--- src/shared/dbf_consts.svh ---
// Constants for the download data block framer: register offsets,
// reset values, fixed field codes and packet geometry.
// Assumes inclusion by the framer module and the testbench only.
`ifndef DBF_CONSTS_SVH
`define DBF_CONSTS_SVH

`define DBF_ADDR_CTRL      8'h00
`define DBF_ADDR_PID       8'h04
`define DBF_ADDR_MODID     8'h08
`define DBF_ADDR_MODVER    8'h0c
`define DBF_ADDR_BLKNUM    8'h10
`define DBF_ADDR_LASTSEC   8'h14
`define DBF_ADDR_DLID      8'h18
`define DBF_ADDR_PAYLEN    8'h1c
`define DBF_ADDR_CHKSUM    8'h20
`define DBF_ADDR_STATUS    8'h24

`define DBF_PID_RST        13'h00ff
`define DBF_PAYLEN_RST     8'h00

`define DBF_SYNC_BYTE      8'h47
`define DBF_POINTER        8'h00
`define DBF_TABLE_ID       8'h3c
`define DBF_PROTO_DISC     8'h11
`define DBF_MSG_TYPE       8'h03
`define DBF_MSG_ID         16'h1003
`define DBF_STUFF          8'hff
`define DBF_RSVD_BYTE      8'hff
`define DBF_ADAPT_LEN      8'h00
`define DBF_SCRAMBLE       2'b00
`define DBF_AFC_PAYLOAD    2'b01

`define DBF_PKT_LEN        8'd188
`define DBF_PKT_LAST       8'd187
`define DBF_HDR_LEN        9'd31
`define DBF_PAY_MAX        8'd153
`define DBF_SEC_LEN_BASE   12'd27
`define DBF_MSG_LEN_BASE   16'd6

`endif

--- src/shared/dbf_pkg.sv ---
// Types shared by the download data block framer.
// Assumes dbf_consts.svh is on the include path.
`default_nettype none
package dbf_pkg;

    typedef enum logic [0:0] {
        DBF_IDLE = 1'b0,
        DBF_RUN  = 1'b1
    } dbf_phase_t;

    // One byte of the outgoing transport stream packet.
    typedef struct packed {
        logic       valid;
        logic       sop;
        logic       eop;
        logic [7:0] data;
    } dbf_ts_t;

    // Carousel parameters as written by software.
    typedef struct packed {
        logic [12:0] pid;
        logic [15:0] module_id;
        logic [7:0]  module_ver;
        logic [15:0] block_num;
        logic [7:0]  last_sec;
        logic [31:0] download_id;
        logic [7:0]  pay_len;
        logic [31:0] checksum;
    } dbf_cfg_t;

    typedef struct packed {
        dbf_phase_t  phase;
        logic [7:0]  idx;
        logic [3:0]  cc;
        logic [15:0] pkt_cnt;
        dbf_ts_t     out;
        dbf_cfg_t    cfg;
        logic [31:0] rdata;
    } dbf_state_t;

endpackage : dbf_pkg
`default_nettype wire

--- src/logic/dbf_framer.sv ---
// Download data block framer: builds one 188-byte transport stream packet
// carrying a single download data block section per start command.
// Assumes a single 20 MHz clock, a plain register port, a byte source with
// valid/ready and a downstream sink with ready that may stall.
//
// Local design decisions: the register offsets and the address-and-strobe port.
`timescale 1ns/10ps
`default_nettype none
`include "dbf_consts.svh"

module dbf_framer (
    input  wire logic           MCLK,
    input  wire logic           RST,
    input  wire logic [7:0]     ADDR,
    input  wire logic [31:0]    WDATA,
    input  wire logic           WR,
    input  wire logic           RD,
    output logic      [31:0]    RDATA,
    input  wire logic [7:0]     SRC_DATA,
    input  wire logic           SRC_VALID,
    output logic                SRC_READY,
    output dbf_pkg::dbf_ts_t    TS_OUT,
    input  wire logic           TS_READY,
    output logic                BUSY
);

    dbf_pkg::dbf_state_t q;
    dbf_pkg::dbf_state_t next_q;

    // Payload longer than the packet can hold is cut to what fits.
    function automatic logic [7:0] dbf_clamp(input logic [7:0] len);
        dbf_clamp = (len > `DBF_PAY_MAX) ? `DBF_PAY_MAX : len;
    endfunction : dbf_clamp

    // Header, checksum and stuffing byte at a packet position.
    function automatic logic [7:0] dbf_byte(input logic [7:0] idx,
                                            input dbf_pkg::dbf_cfg_t c,
                                            input logic [3:0] cc,
                                            input logic [7:0] len);
        logic [11:0] sec_len;
        logic [15:0] msg_len;
        logic [8:0]  sum_pos;
        sec_len = `DBF_SEC_LEN_BASE + {4'h0, len};
        msg_len = `DBF_MSG_LEN_BASE + {8'h00, len};
        sum_pos = `DBF_HDR_LEN + {1'b0, len};
        dbf_byte = `DBF_STUFF;
        unique case (idx)
            8'd0:  dbf_byte = `DBF_SYNC_BYTE;
            8'd1:  dbf_byte = {1'b0, 1'b1, 1'b0, c.pid[12:8]};
            8'd2:  dbf_byte = c.pid[7:0];
            8'd3:  dbf_byte = {`DBF_SCRAMBLE, `DBF_AFC_PAYLOAD, cc};
            8'd4:  dbf_byte = `DBF_POINTER;
            8'd5:  dbf_byte = `DBF_TABLE_ID;
            8'd6:  dbf_byte = {1'b0, 1'b1, 2'b11, sec_len[11:8]};
            8'd7:  dbf_byte = sec_len[7:0];
            8'd8:  dbf_byte = c.module_id[15:8];
            8'd9:  dbf_byte = c.module_id[7:0];
            8'd10: dbf_byte = {2'b11, c.module_ver[4:0], 1'b1};
            8'd11: dbf_byte = c.block_num[7:0];
            8'd12: dbf_byte = c.last_sec;
            8'd13: dbf_byte = `DBF_PROTO_DISC;
            8'd14: dbf_byte = `DBF_MSG_TYPE;
            8'd15: dbf_byte = 8'(`DBF_MSG_ID >> 8);
            8'd16: dbf_byte = 8'(`DBF_MSG_ID);
            8'd17: dbf_byte = c.download_id[31:24];
            8'd18: dbf_byte = c.download_id[23:16];
            8'd19: dbf_byte = c.download_id[15:8];
            8'd20: dbf_byte = c.download_id[7:0];
            8'd21: dbf_byte = `DBF_RSVD_BYTE;
            8'd22: dbf_byte = `DBF_ADAPT_LEN;
            8'd23: dbf_byte = msg_len[15:8];
            8'd24: dbf_byte = msg_len[7:0];
            8'd25: dbf_byte = c.module_id[15:8];
            8'd26: dbf_byte = c.module_id[7:0];
            8'd27: dbf_byte = c.module_ver;
            8'd28: dbf_byte = `DBF_RSVD_BYTE;
            8'd29: dbf_byte = c.block_num[15:8];
            8'd30: dbf_byte = c.block_num[7:0];
            default: begin
                // The word is sent as written; zero tells the receiver to skip the check.
                if ({1'b0, idx} == sum_pos) begin
                    dbf_byte = c.checksum[31:24];
                end else if ({1'b0, idx} == sum_pos + 9'd1) begin
                    dbf_byte = c.checksum[23:16];
                end else if ({1'b0, idx} == sum_pos + 9'd2) begin
                    dbf_byte = c.checksum[15:8];
                end else if ({1'b0, idx} == sum_pos + 9'd3) begin
                    dbf_byte = c.checksum[7:0];
                end
            end
        endcase
    endfunction : dbf_byte

    logic [7:0] len;
    logic       is_pay;
    logic       out_free;
    logic       emit;

    always_comb begin
        next_q = q;
        next_q.rdata = 32'h0000_0000;
        len = dbf_clamp(q.cfg.pay_len);
        is_pay = ({1'b0, q.idx} >= `DBF_HDR_LEN) &&
                 ({1'b0, q.idx} < `DBF_HDR_LEN + {1'b0, len});
        out_free = !q.out.valid || TS_READY;
        // A payload byte goes out only when the source has one, so the
        // source stalls the packet rather than the packet skipping data.
        emit = (q.phase == dbf_pkg::DBF_RUN) && out_free && (!is_pay || SRC_VALID);
        SRC_READY = (q.phase == dbf_pkg::DBF_RUN) && out_free && is_pay;
        if (out_free) begin
            next_q.out.valid = 1'b0;
        end
        if (emit) begin
            next_q.out.valid = 1'b1;
            next_q.out.sop = (q.idx == 8'd0);
            next_q.out.eop = (q.idx == `DBF_PKT_LAST);
            next_q.out.data = is_pay ? SRC_DATA : dbf_byte(q.idx, q.cfg, q.cc, len);
            next_q.idx = q.idx + 8'd1;
            if (q.idx == `DBF_PKT_LAST) begin
                next_q.phase = dbf_pkg::DBF_IDLE;
                next_q.cc = q.cc + 4'h1;
                next_q.pkt_cnt = q.pkt_cnt + 16'h0001;
            end
        end
        if (WR) begin
            unique case (ADDR)
                `DBF_ADDR_CTRL: begin
                    // A start while a packet is in flight is ignored.
                    if (WDATA[0] && q.phase == dbf_pkg::DBF_IDLE) begin
                        next_q.phase = dbf_pkg::DBF_RUN;
                        next_q.idx = 8'd0;
                    end
                    if (WDATA[1]) begin
                        next_q.cc = 4'h0;
                    end
                end
                `DBF_ADDR_PID:     next_q.cfg.pid = WDATA[12:0];
                `DBF_ADDR_MODID:   next_q.cfg.module_id = WDATA[15:0];
                `DBF_ADDR_MODVER:  next_q.cfg.module_ver = WDATA[7:0];
                `DBF_ADDR_BLKNUM:  next_q.cfg.block_num = WDATA[15:0];
                `DBF_ADDR_LASTSEC: next_q.cfg.last_sec = WDATA[7:0];
                `DBF_ADDR_DLID:    next_q.cfg.download_id = WDATA;
                `DBF_ADDR_PAYLEN:  next_q.cfg.pay_len = WDATA[7:0];
                `DBF_ADDR_CHKSUM:  next_q.cfg.checksum = WDATA;
                default: begin
                end
            endcase
        end
        if (RD) begin
            unique case (ADDR)
                `DBF_ADDR_PID:     next_q.rdata = {19'h0, q.cfg.pid};
                `DBF_ADDR_MODID:   next_q.rdata = {16'h0, q.cfg.module_id};
                `DBF_ADDR_MODVER:  next_q.rdata = {24'h0, q.cfg.module_ver};
                `DBF_ADDR_BLKNUM:  next_q.rdata = {16'h0, q.cfg.block_num};
                `DBF_ADDR_LASTSEC: next_q.rdata = {24'h0, q.cfg.last_sec};
                `DBF_ADDR_DLID:    next_q.rdata = q.cfg.download_id;
                `DBF_ADDR_PAYLEN:  next_q.rdata = {24'h0, q.cfg.pay_len};
                `DBF_ADDR_CHKSUM:  next_q.rdata = q.cfg.checksum;
                `DBF_ADDR_STATUS:  next_q.rdata = {q.pkt_cnt, 8'h0, q.cc, 3'h0,
                                                   q.phase == dbf_pkg::DBF_RUN};
                default:           next_q.rdata = 32'h0000_0000;
            endcase
        end
    end

    always_ff @(posedge MCLK) begin
        if (RST) begin
            q <= '0;
            q.cfg.pid <= `DBF_PID_RST;
            q.cfg.pay_len <= `DBF_PAYLEN_RST;
        end else begin
            q <= next_q;
        end
    end

    assign RDATA = q.rdata;
    assign TS_OUT = q.out;
    assign BUSY = (q.phase == dbf_pkg::DBF_RUN);

endmodule : dbf_framer

`default_nettype wire

--- config.mk ---
export PLATFORM = sky130hd
export DESIGN_NAME = dbf_framer
export DESIGN_NICKNAME = d
export VERILOG_FILES = /design/src/shared/dbf_pkg.sv /design/src/logic/dbf_framer.sv
export VERILOG_INCLUDE_DIRS = /design/src /design/src/shared
export SDC_FILE = /design/constraint.sdc
export NUM_CORES = 1
export LEC_CHECK = 0
export BUFFER_PORTS_ARGS = -buffer_cell sky130_fd_sc_hd__buf_2
export CORE_ASPECT_RATIO = 0.6
export CORE_MARGIN = 2
export CORE_UTILIZATION = 25
export CTS_BUF_LIST = sky130_fd_sc_hd__clkbuf_4 sky130_fd_sc_hd__clkbuf_8
export DETAILED_ROUTE_END_ITERATION = 7
export GPL_TIMING_DRIVEN = 0
export SYNTH_ARGS = -nofsm -noshare
export SYNTH_HDL_FRONTEND = slang
export SYNTH_SLANG_ARGS = --single-unit
--- constraint.sdc ---
create_clock -name MCLK -period 4.9 [get_ports MCLK]
set_input_delay 0.98 -clock MCLK [delete_from_list [all_inputs] [get_ports MCLK]]
set_output_delay 0.98 -clock MCLK [all_outputs]
set_load 0.005 [all_outputs]
==> results of run 1 <==
==> final cells by class <==
type | count | area share
multi-input combinational | 1136 | 0.481
sequential | 205 | 0.293
buffer | 157 | 0.0607
tap | 620 | 0.0552
timing repair buffer | 122 | 0.0508
clock buffer | 50 | 0.0441
clock inverter | 6 | 0.00810
inverter | 22 | 0.00641
antenna | 1 | 0.000178
==> report_power, final <==
group / leakage (nW) / switching [mW] / total, mW / internal, mW
sequential: 1.66 / 0.00292 / 1.67 / 1.66
combinational: 2.95 / 0.103 / 0.133 / 0.0300
clock: 0.384 / 0.770 / 1.73 / 0.958
total: 4.99 / 0.877 / 3.53 / 2.65
==> per-stage QoR <==
stage	cell area (sq um)	hold WS, ns	std cells	setup slack (ns)
after detailed placement	12700	0.472	2232	-0.999
after global placement	12700	0.461	2231	-0.897
after floorplan	11500	0.441	1522	0.480
after CTS	13700	0.483	2293	-0.130
final	14100	0.486	2319	-0.00549
after global routing	14100	0.507	2318	-0.119
==> synthesized netlist by cell type (all sizes together) (20+ instances only) <==
| cell | instances |
|---|---|
| nand2 | 323 |
| dfxtp | 205 |
| a21oi | 188 |
| clkbuf | 99 |
| nor2 | 90 |
| buf | 60 |
| nand3 | 54 |
| a22oi | 46 |
| o21ai | 37 |
| mux2i | 29 |
| xnor2 | 25 |
| nor4 | 22 |
| inv | 21 |
| and2 | 20 |
| ha | 20 |
| nor3 | 20 |
==> sequential cells by signal, indices dropped and copies added, names as in the netlist <==
name,flops
BUSY,1
TS_OUT,11
RDATA,32
q,161
==> layout by cell type, fill, tap and decap left out, types with 18 or more instances in the layout <==
cell type and instances:
dfxtp_1 199, nand3_1 54, clkbuf_8 39, and2_1 18, mux2i_1 29, inv_1 20
nand2_1 320, buf_2 91, nor2_1 89, a22oi_1 45, xnor2_1 23, a21oi_1 184
clkbuf_1 95, o21ai_0 32, nor4_1 21, nor3_1 19, buf_4 78
==> logic make-up (layout without fill, tap and decap cells) <==
kind of cell | Yosys count | in the layout | share of synthesized area
compound gates | 416 | 416 | 0.237
simple gates | 631 | 631 | 0.252
buf+inv | 181 | 357 | 0.0760
xor+xnor | 37 | 37 | 0.0288
other cells | 0 | 1 | 0
flops | 205 | 205 | 0.356
fa+ha+maj | 20 | 20 | 0.0217
mux | 32 | 32 | 0.0281
==> worst max-delay path, stage by stage, from the launching register on <==
cell	delay, ns
dfxtp_4	0.38
buf_8	0.14
buf_4	0.14
o211a_4	0.15
o21ai_4	0.18
nand2_2	0.14
ha_4	0.21
nor2b_4	0.13
a32oi_2	0.19
o311a_4	0.29
clkinv_4	0.08
ha_4	0.26
nand4_1	0.12
a21oi_2	0.21
o2111ai_2	0.19
and2_4	0.18
and3_4	0.17
buf_6	0.11
==> layer usage <==
metal  share of wire  global-route usage  vias to the layer above
li1                -                   -                     5729
met1            0.48               0.387                     6340
met2            0.35               0.305                      926
met3            0.16               0.123                       76
met4           0.018              0.0444                        0
met5               0                   0                        -
==> worst paths after layout <==
kind | slack, ns | end | from
setup / recovery | -0.005 | SRC_READY | q[67]
setup reg to reg | 0.10 | q[187] | q[67]
hold / removal | 0.49 | q[94] | q[94]
hold reg to reg | 0.49 | q[94] | q[94]
==> what timing repair did <==
action                     CTS  global route
buffers inserted             6            25
resized for setup           41            45
pin swaps                   10            15
setup endpoints to repair   41            25
gates cloned                 0             1
==> impl_metrics.py, run 1 <==
metrics = {
    "status": {
        "status": "finished, violations left",
        "violations": "capacitance limit, slew limit, setup timing",
    },
    "yosys": {
        "synth_edf_count": 0,
        "synth_area_per_cell_sq_um": 7.57,
        "synthTopCellsByArea": "dfxtp_1 (36%), nand2_1 (11%), a21oi_1 (8.1%), clkbuf_1 (3.2%), a22oi_1 (3.0%)",
        "synth_nets": 1596,
        "synthCells": 1522,
        "yosysTopAreaCell": "dfxtp_1",
        "async_reset_ff_frac": 0,
        "yosysUniqueCellTypes": 83,
        "ys_seq_elements": 205,
        "ys_warn_count": 0,
        "ys.flop_type": "dfxtp_1",
        "post-synth-top-area-fraction": 0.356,
        "synthesis.area_sq_um": 11500,
        "seq_area_frac_synth": 0.356,
    },
    "drt": {
        "antenna_left": 0,
        "drc": 0,
        "dr.first_iter.drc_count": 1968,
        "wl_per_cell_microns": 27.0,
        "wirelength_microns": 62600,
        "num_vias": 13100,
        "vias_per_cell": 5.64,
        "firstDrtPassIters": 6,
    },
    "power": {
        "power.density_nw_per_um2": 251,
        "finalPower_mw": 3.53,
        "p_leak_nw": 4.99,
        "ir_drop_v": 0.000173,
    },
    "critical_path": {
        "cp.arrival_ns": 3.93,
        "path_max_fanout": 7,
        "reg2reg_depth": 20,
        "worst-setup-path-type": "register to primary output",
        "endpoint_kind": "primary output",
        "required_ns": 3.92,
        "startpoint_type": "register",
    },
    "grt": {
        "track_usage": 0.253,
        "grt_max_degree": 17,
        "grt_pass1_vias": 11700,
        "antenna_found_initial": 3,
        "grt_pass1_wl_microns": 85900,
        "grt_overflow_total": 0,
    },
    "finish": {
        "area_delta_synth_final_pct": 22.0,
        "drive_gt1_frac": 0.174,
        "multiInputGateArea_sq_um": 6760,
        "utilization": 0.312,
        "seq_area_sq_um": 4120,
        "final_net_count": 1749,
        "fillers": 4895,
    },
    "min_path": {
        "min_path_cells": 2,
        "hp-class": "register to register",
    },
    "place": {
        "hpwl_microns": 49400,
        "port_buffers": 89,
        "gp_congestion": 1.01,
    },
    "timing": {
        "setup_slack_ns": -0.00549,
        "timing.fmax_mhz": 204,
        "setup_tns_ns": -0.00549,
        "report.final.slew_viol_count": 7,
        "setup_viol": 1,
        "hold_viol_final": 0,
        "rsz0062_at_grt": "yes",
        "fin_skew_ns": 0.0389,
        "slew_headroom": -0.0367,
        "worst_slew_pin_slew_ns": 1.54,
        "finalCritPeriodShare": 1.00,
        "fin_crit_ns": 4.91,
    },
    "clocking": {
        "clk_latency_ns": 0.66,
        "cts_tree": "built",
        "clockRootBuffer": "clkbuf_8",
        "hold_buffers": 0,
        "numCtsBuffers": 31,
        "cts_sinks": 205,
        "clk_pin_slew_ns": 0.10,
        "h-tree-depth": 1,
        "ctsLongestPathBuffers": 3,
    },
    "floorplanning": {
        "die_area_sq_um": 47900,
        "fp.dieH_microns": 170,
        "die_x_microns": 281,
        "rows": 60,
        "initial_utilization": 0.255,
        "io_pins": 99,
        "core_sq_um": 45100,
    },
    "run": {
        "cap_violations": 1,
    },
}
(Power assumes the default switching activity.)
==> inputs of run 2 (changes only) <==
==> constraint.sdc (replaced) <==
create_clock -name MCLK -period 4.9 [get_ports MCLK]
set_input_delay 0.735 -clock MCLK [delete_from_list [all_inputs] [get_ports MCLK]]
set_output_delay 0.735 -clock MCLK [all_outputs]
set_load 0.005 [all_outputs]
==> impl_metrics.py, run 2 (synthesized netlist as in run 1, its figures left out) <==
metrics = {
    "status": {
        "status": "finished, violations left",
        "violations": "DRC, capacitance limit, slew limit",
    },
    "timing": {
        "finalCritPeriodShare": 0.992,
        "setup_slack_ns": 0.0401,
        "timing.fmax_mhz": 206,
        "fin_skew_ns": 0.0337,
        "fin_crit_ns": 4.86,
        "slew_headroom": -0.0243,
        "setup_tns_ns": 0,
        "worst_slew_pin_slew_ns": 1.52,
        "setup_viol": 0,
        "hold_viol_final": 0,
        "report.final.slew_viol_count": 7,
    },
    "floorplanning": {
        "io_pins": 99,
        "initial_utilization": 0.255,
        "die_area_sq_um": 47900,
        "rows": 60,
        "core_sq_um": 45100,
        "fp.dieH_microns": 170,
        "die_x_microns": 281,
    },
    "min_path": {
        "min_from": "WDATA[24]",
        "hold-path-endpoint": "q[96]",
        "hp-class": "input pin to register",
        "min_path_cells": 3,
    },
    "power": {
        "p_sw_frac": 0.248,
        "power.density_nw_per_um2": 256,
        "clkPwrFrac": 0.490,
        "p_leak_nw": 4.85,
        "p_int_mw": 2.65,
        "power_frac_comb": 0.038,
        "power_frac_seq": 0.473,
        "ir_drop_v": 0.000174,
        "switching_power_mw": 0.877,
    },
    "drt": {
        "num_vias": 13000,
        "firstDrtPassIters": 8,
        "dr.first_iter.drc_count": 1973,
        "vias_per_cell": 5.66,
        "wl_met3_microns": 9930,
        "wl_per_cell_microns": 27.1,
        "wirelength_microns": 62300,
        "top_layer_used": "met4",
        "antenna_left": 0,
        "wl_met1_microns": 29700,
        "drc": 4,
        "wl_met2_microns": 21500,
    },
    "finish": {
        "multiInputGateArea_sq_um": 6710,
        "regMostFlops": "q",
        "seq_area_sq_um": 4110,
        "fillers": 4926,
        "area_delta_synth_final_pct": 19.7,
        "final_cell_area_sq_um": 13800,
        "final_cell_mix": "nand2_1 (321), dfxtp_1 (201), a21oi_1 (186), clkbuf_1 (95), buf_2 (94)",
        "layout_commonest_cell": "nand2_1",
        "final_net_count": 1729,
        "largest_reg_flops": 161,
        "drive_gt1_frac": 0.159,
    },
    "critical_path": {
        "required_ns": 5.39,
        "reg2reg_depth": 17,
        "startpoint_type": "register",
        "endpoint_kind": "register",
        "r2r-start": "q[66]",
        "cp.arrival_ns": 5.35,
        "path_max_fanout": 10,
        "rrSetupSlack_ns": 0.04,
        "crit_start": "q[66]",
        "crit-reg2reg-capture": "TS_OUT[7]",
        "worst-setup-path-type": "register to register",
    },
    "grt": {
        "track_usage": 0.252,
        "grt_pass1_vias": 11600,
        "grt_max_degree": 17,
        "grt_pass1_wl_microns": 85700,
        "antenna_found_initial": 4,
        "grt_overflow_total": 0,
    },
    "run": {
        "cap_violations": 1,
    },
    "clocking": {
        "clk_pin_slew_ns": 0.10,
        "cts_sinks": 205,
        "ctsLongestPathBuffers": 3,
        "clockRootBuffer": "clkbuf_8",
        "numCtsBuffers": 31,
        "clk_latency_ns": 0.66,
        "cts_tree": "built",
        "h-tree-depth": 1,
    },
    "place": {
        "hpwl_microns": 49400,
        "gp_congestion": 1.01,
        "port_buffers": 89,
        "pre_cts_ws_ns": -0.999,
        "dpl_cell_area_sq_um": 12700,
    },
}
==> run 2: power by group through the flow <==
stage	logic [mW]	clock network, mW	registers [mW]
after floorplan	0.0495	0	1.71
after global placement	0.125	0	1.71
after detailed placement	0.126	0	1.71
after CTS	0.126	1.75	1.67
after global routing	0.136	1.82	1.67
final	0.133	1.73	1.67
==> run 2: cell type report <==
class / count / area share
antenna: 1 / 0.000181
buffer: 157 / 0.0597
clock buffer: 50 / 0.0449
clock inverter: 6 / 0.00826
inverter: 22 / 0.00653
multi-input combinational: 1136 / 0.487
sequential: 205 / 0.298
tap: 620 / 0.0563
timing repair buffer: 102 / 0.0392
==> run 2: worst max-delay path: stages, from the launching register on <==
cell	delay, ns
dfxtp_2	0.38
buf_4	0.19
o211ai_1	0.35
a21oi_4	0.13
inv_4	0.12
ha_4	0.19
or4b_4	0.51
nand2_1	0.17
a22oi_2	0.16
ha_1	0.35
nand2_1	0.09
nor2_1	0.15
o31ai_2	0.11
buf_4	0.16
a31o_2	0.34
or4_1	0.67
a221oi_1	0.47
a21oi_1	0.14
==> run 2: worst max path at each step <==
stage                     slack, ns  depth (start not counted)         to
after floorplan                0.73                         15  SRC_READY
after global placement        -0.90                         17     q[189]
after detailed placement       -1.0                         17     q[187]
after CTS                     -0.05                         18     q[191]
after global routing          -0.01                         17  TS_OUT[7]
final                          0.04                         17  TS_OUT[7]
==> run 2: stage by stage <==
step                      power [mW]   util  instances  hold WS (ns)
after floorplan                 1.76      -       1522         0.441
after global placement          1.83  0.282       2231         0.461
after detailed placement        1.83  0.282       2232         0.472
after CTS                       3.55  0.301       2291         0.328
after global routing            3.62  0.306       2298         0.350
final                           3.53  0.306       2299         0.358
==> run 2: what timing repair did <==
| item | 4_1_cts | 5_1_grt |
|---|---|---|
| setup buffers | 3 | 9 |
| setup endpoints to repair | 41 | 38 |
| hold buffers | 0 | 0 |
| pin swaps | 6 | 9 |
| gates resized for setup | 29 | 31 |
==> run 2: metal layers <==
metal	global-route usage	vias up
li1	-	5684
met1	0.387	6365
met2	0.303	883
met3	0.123	86
met4	0.0444	0
met5	0	-
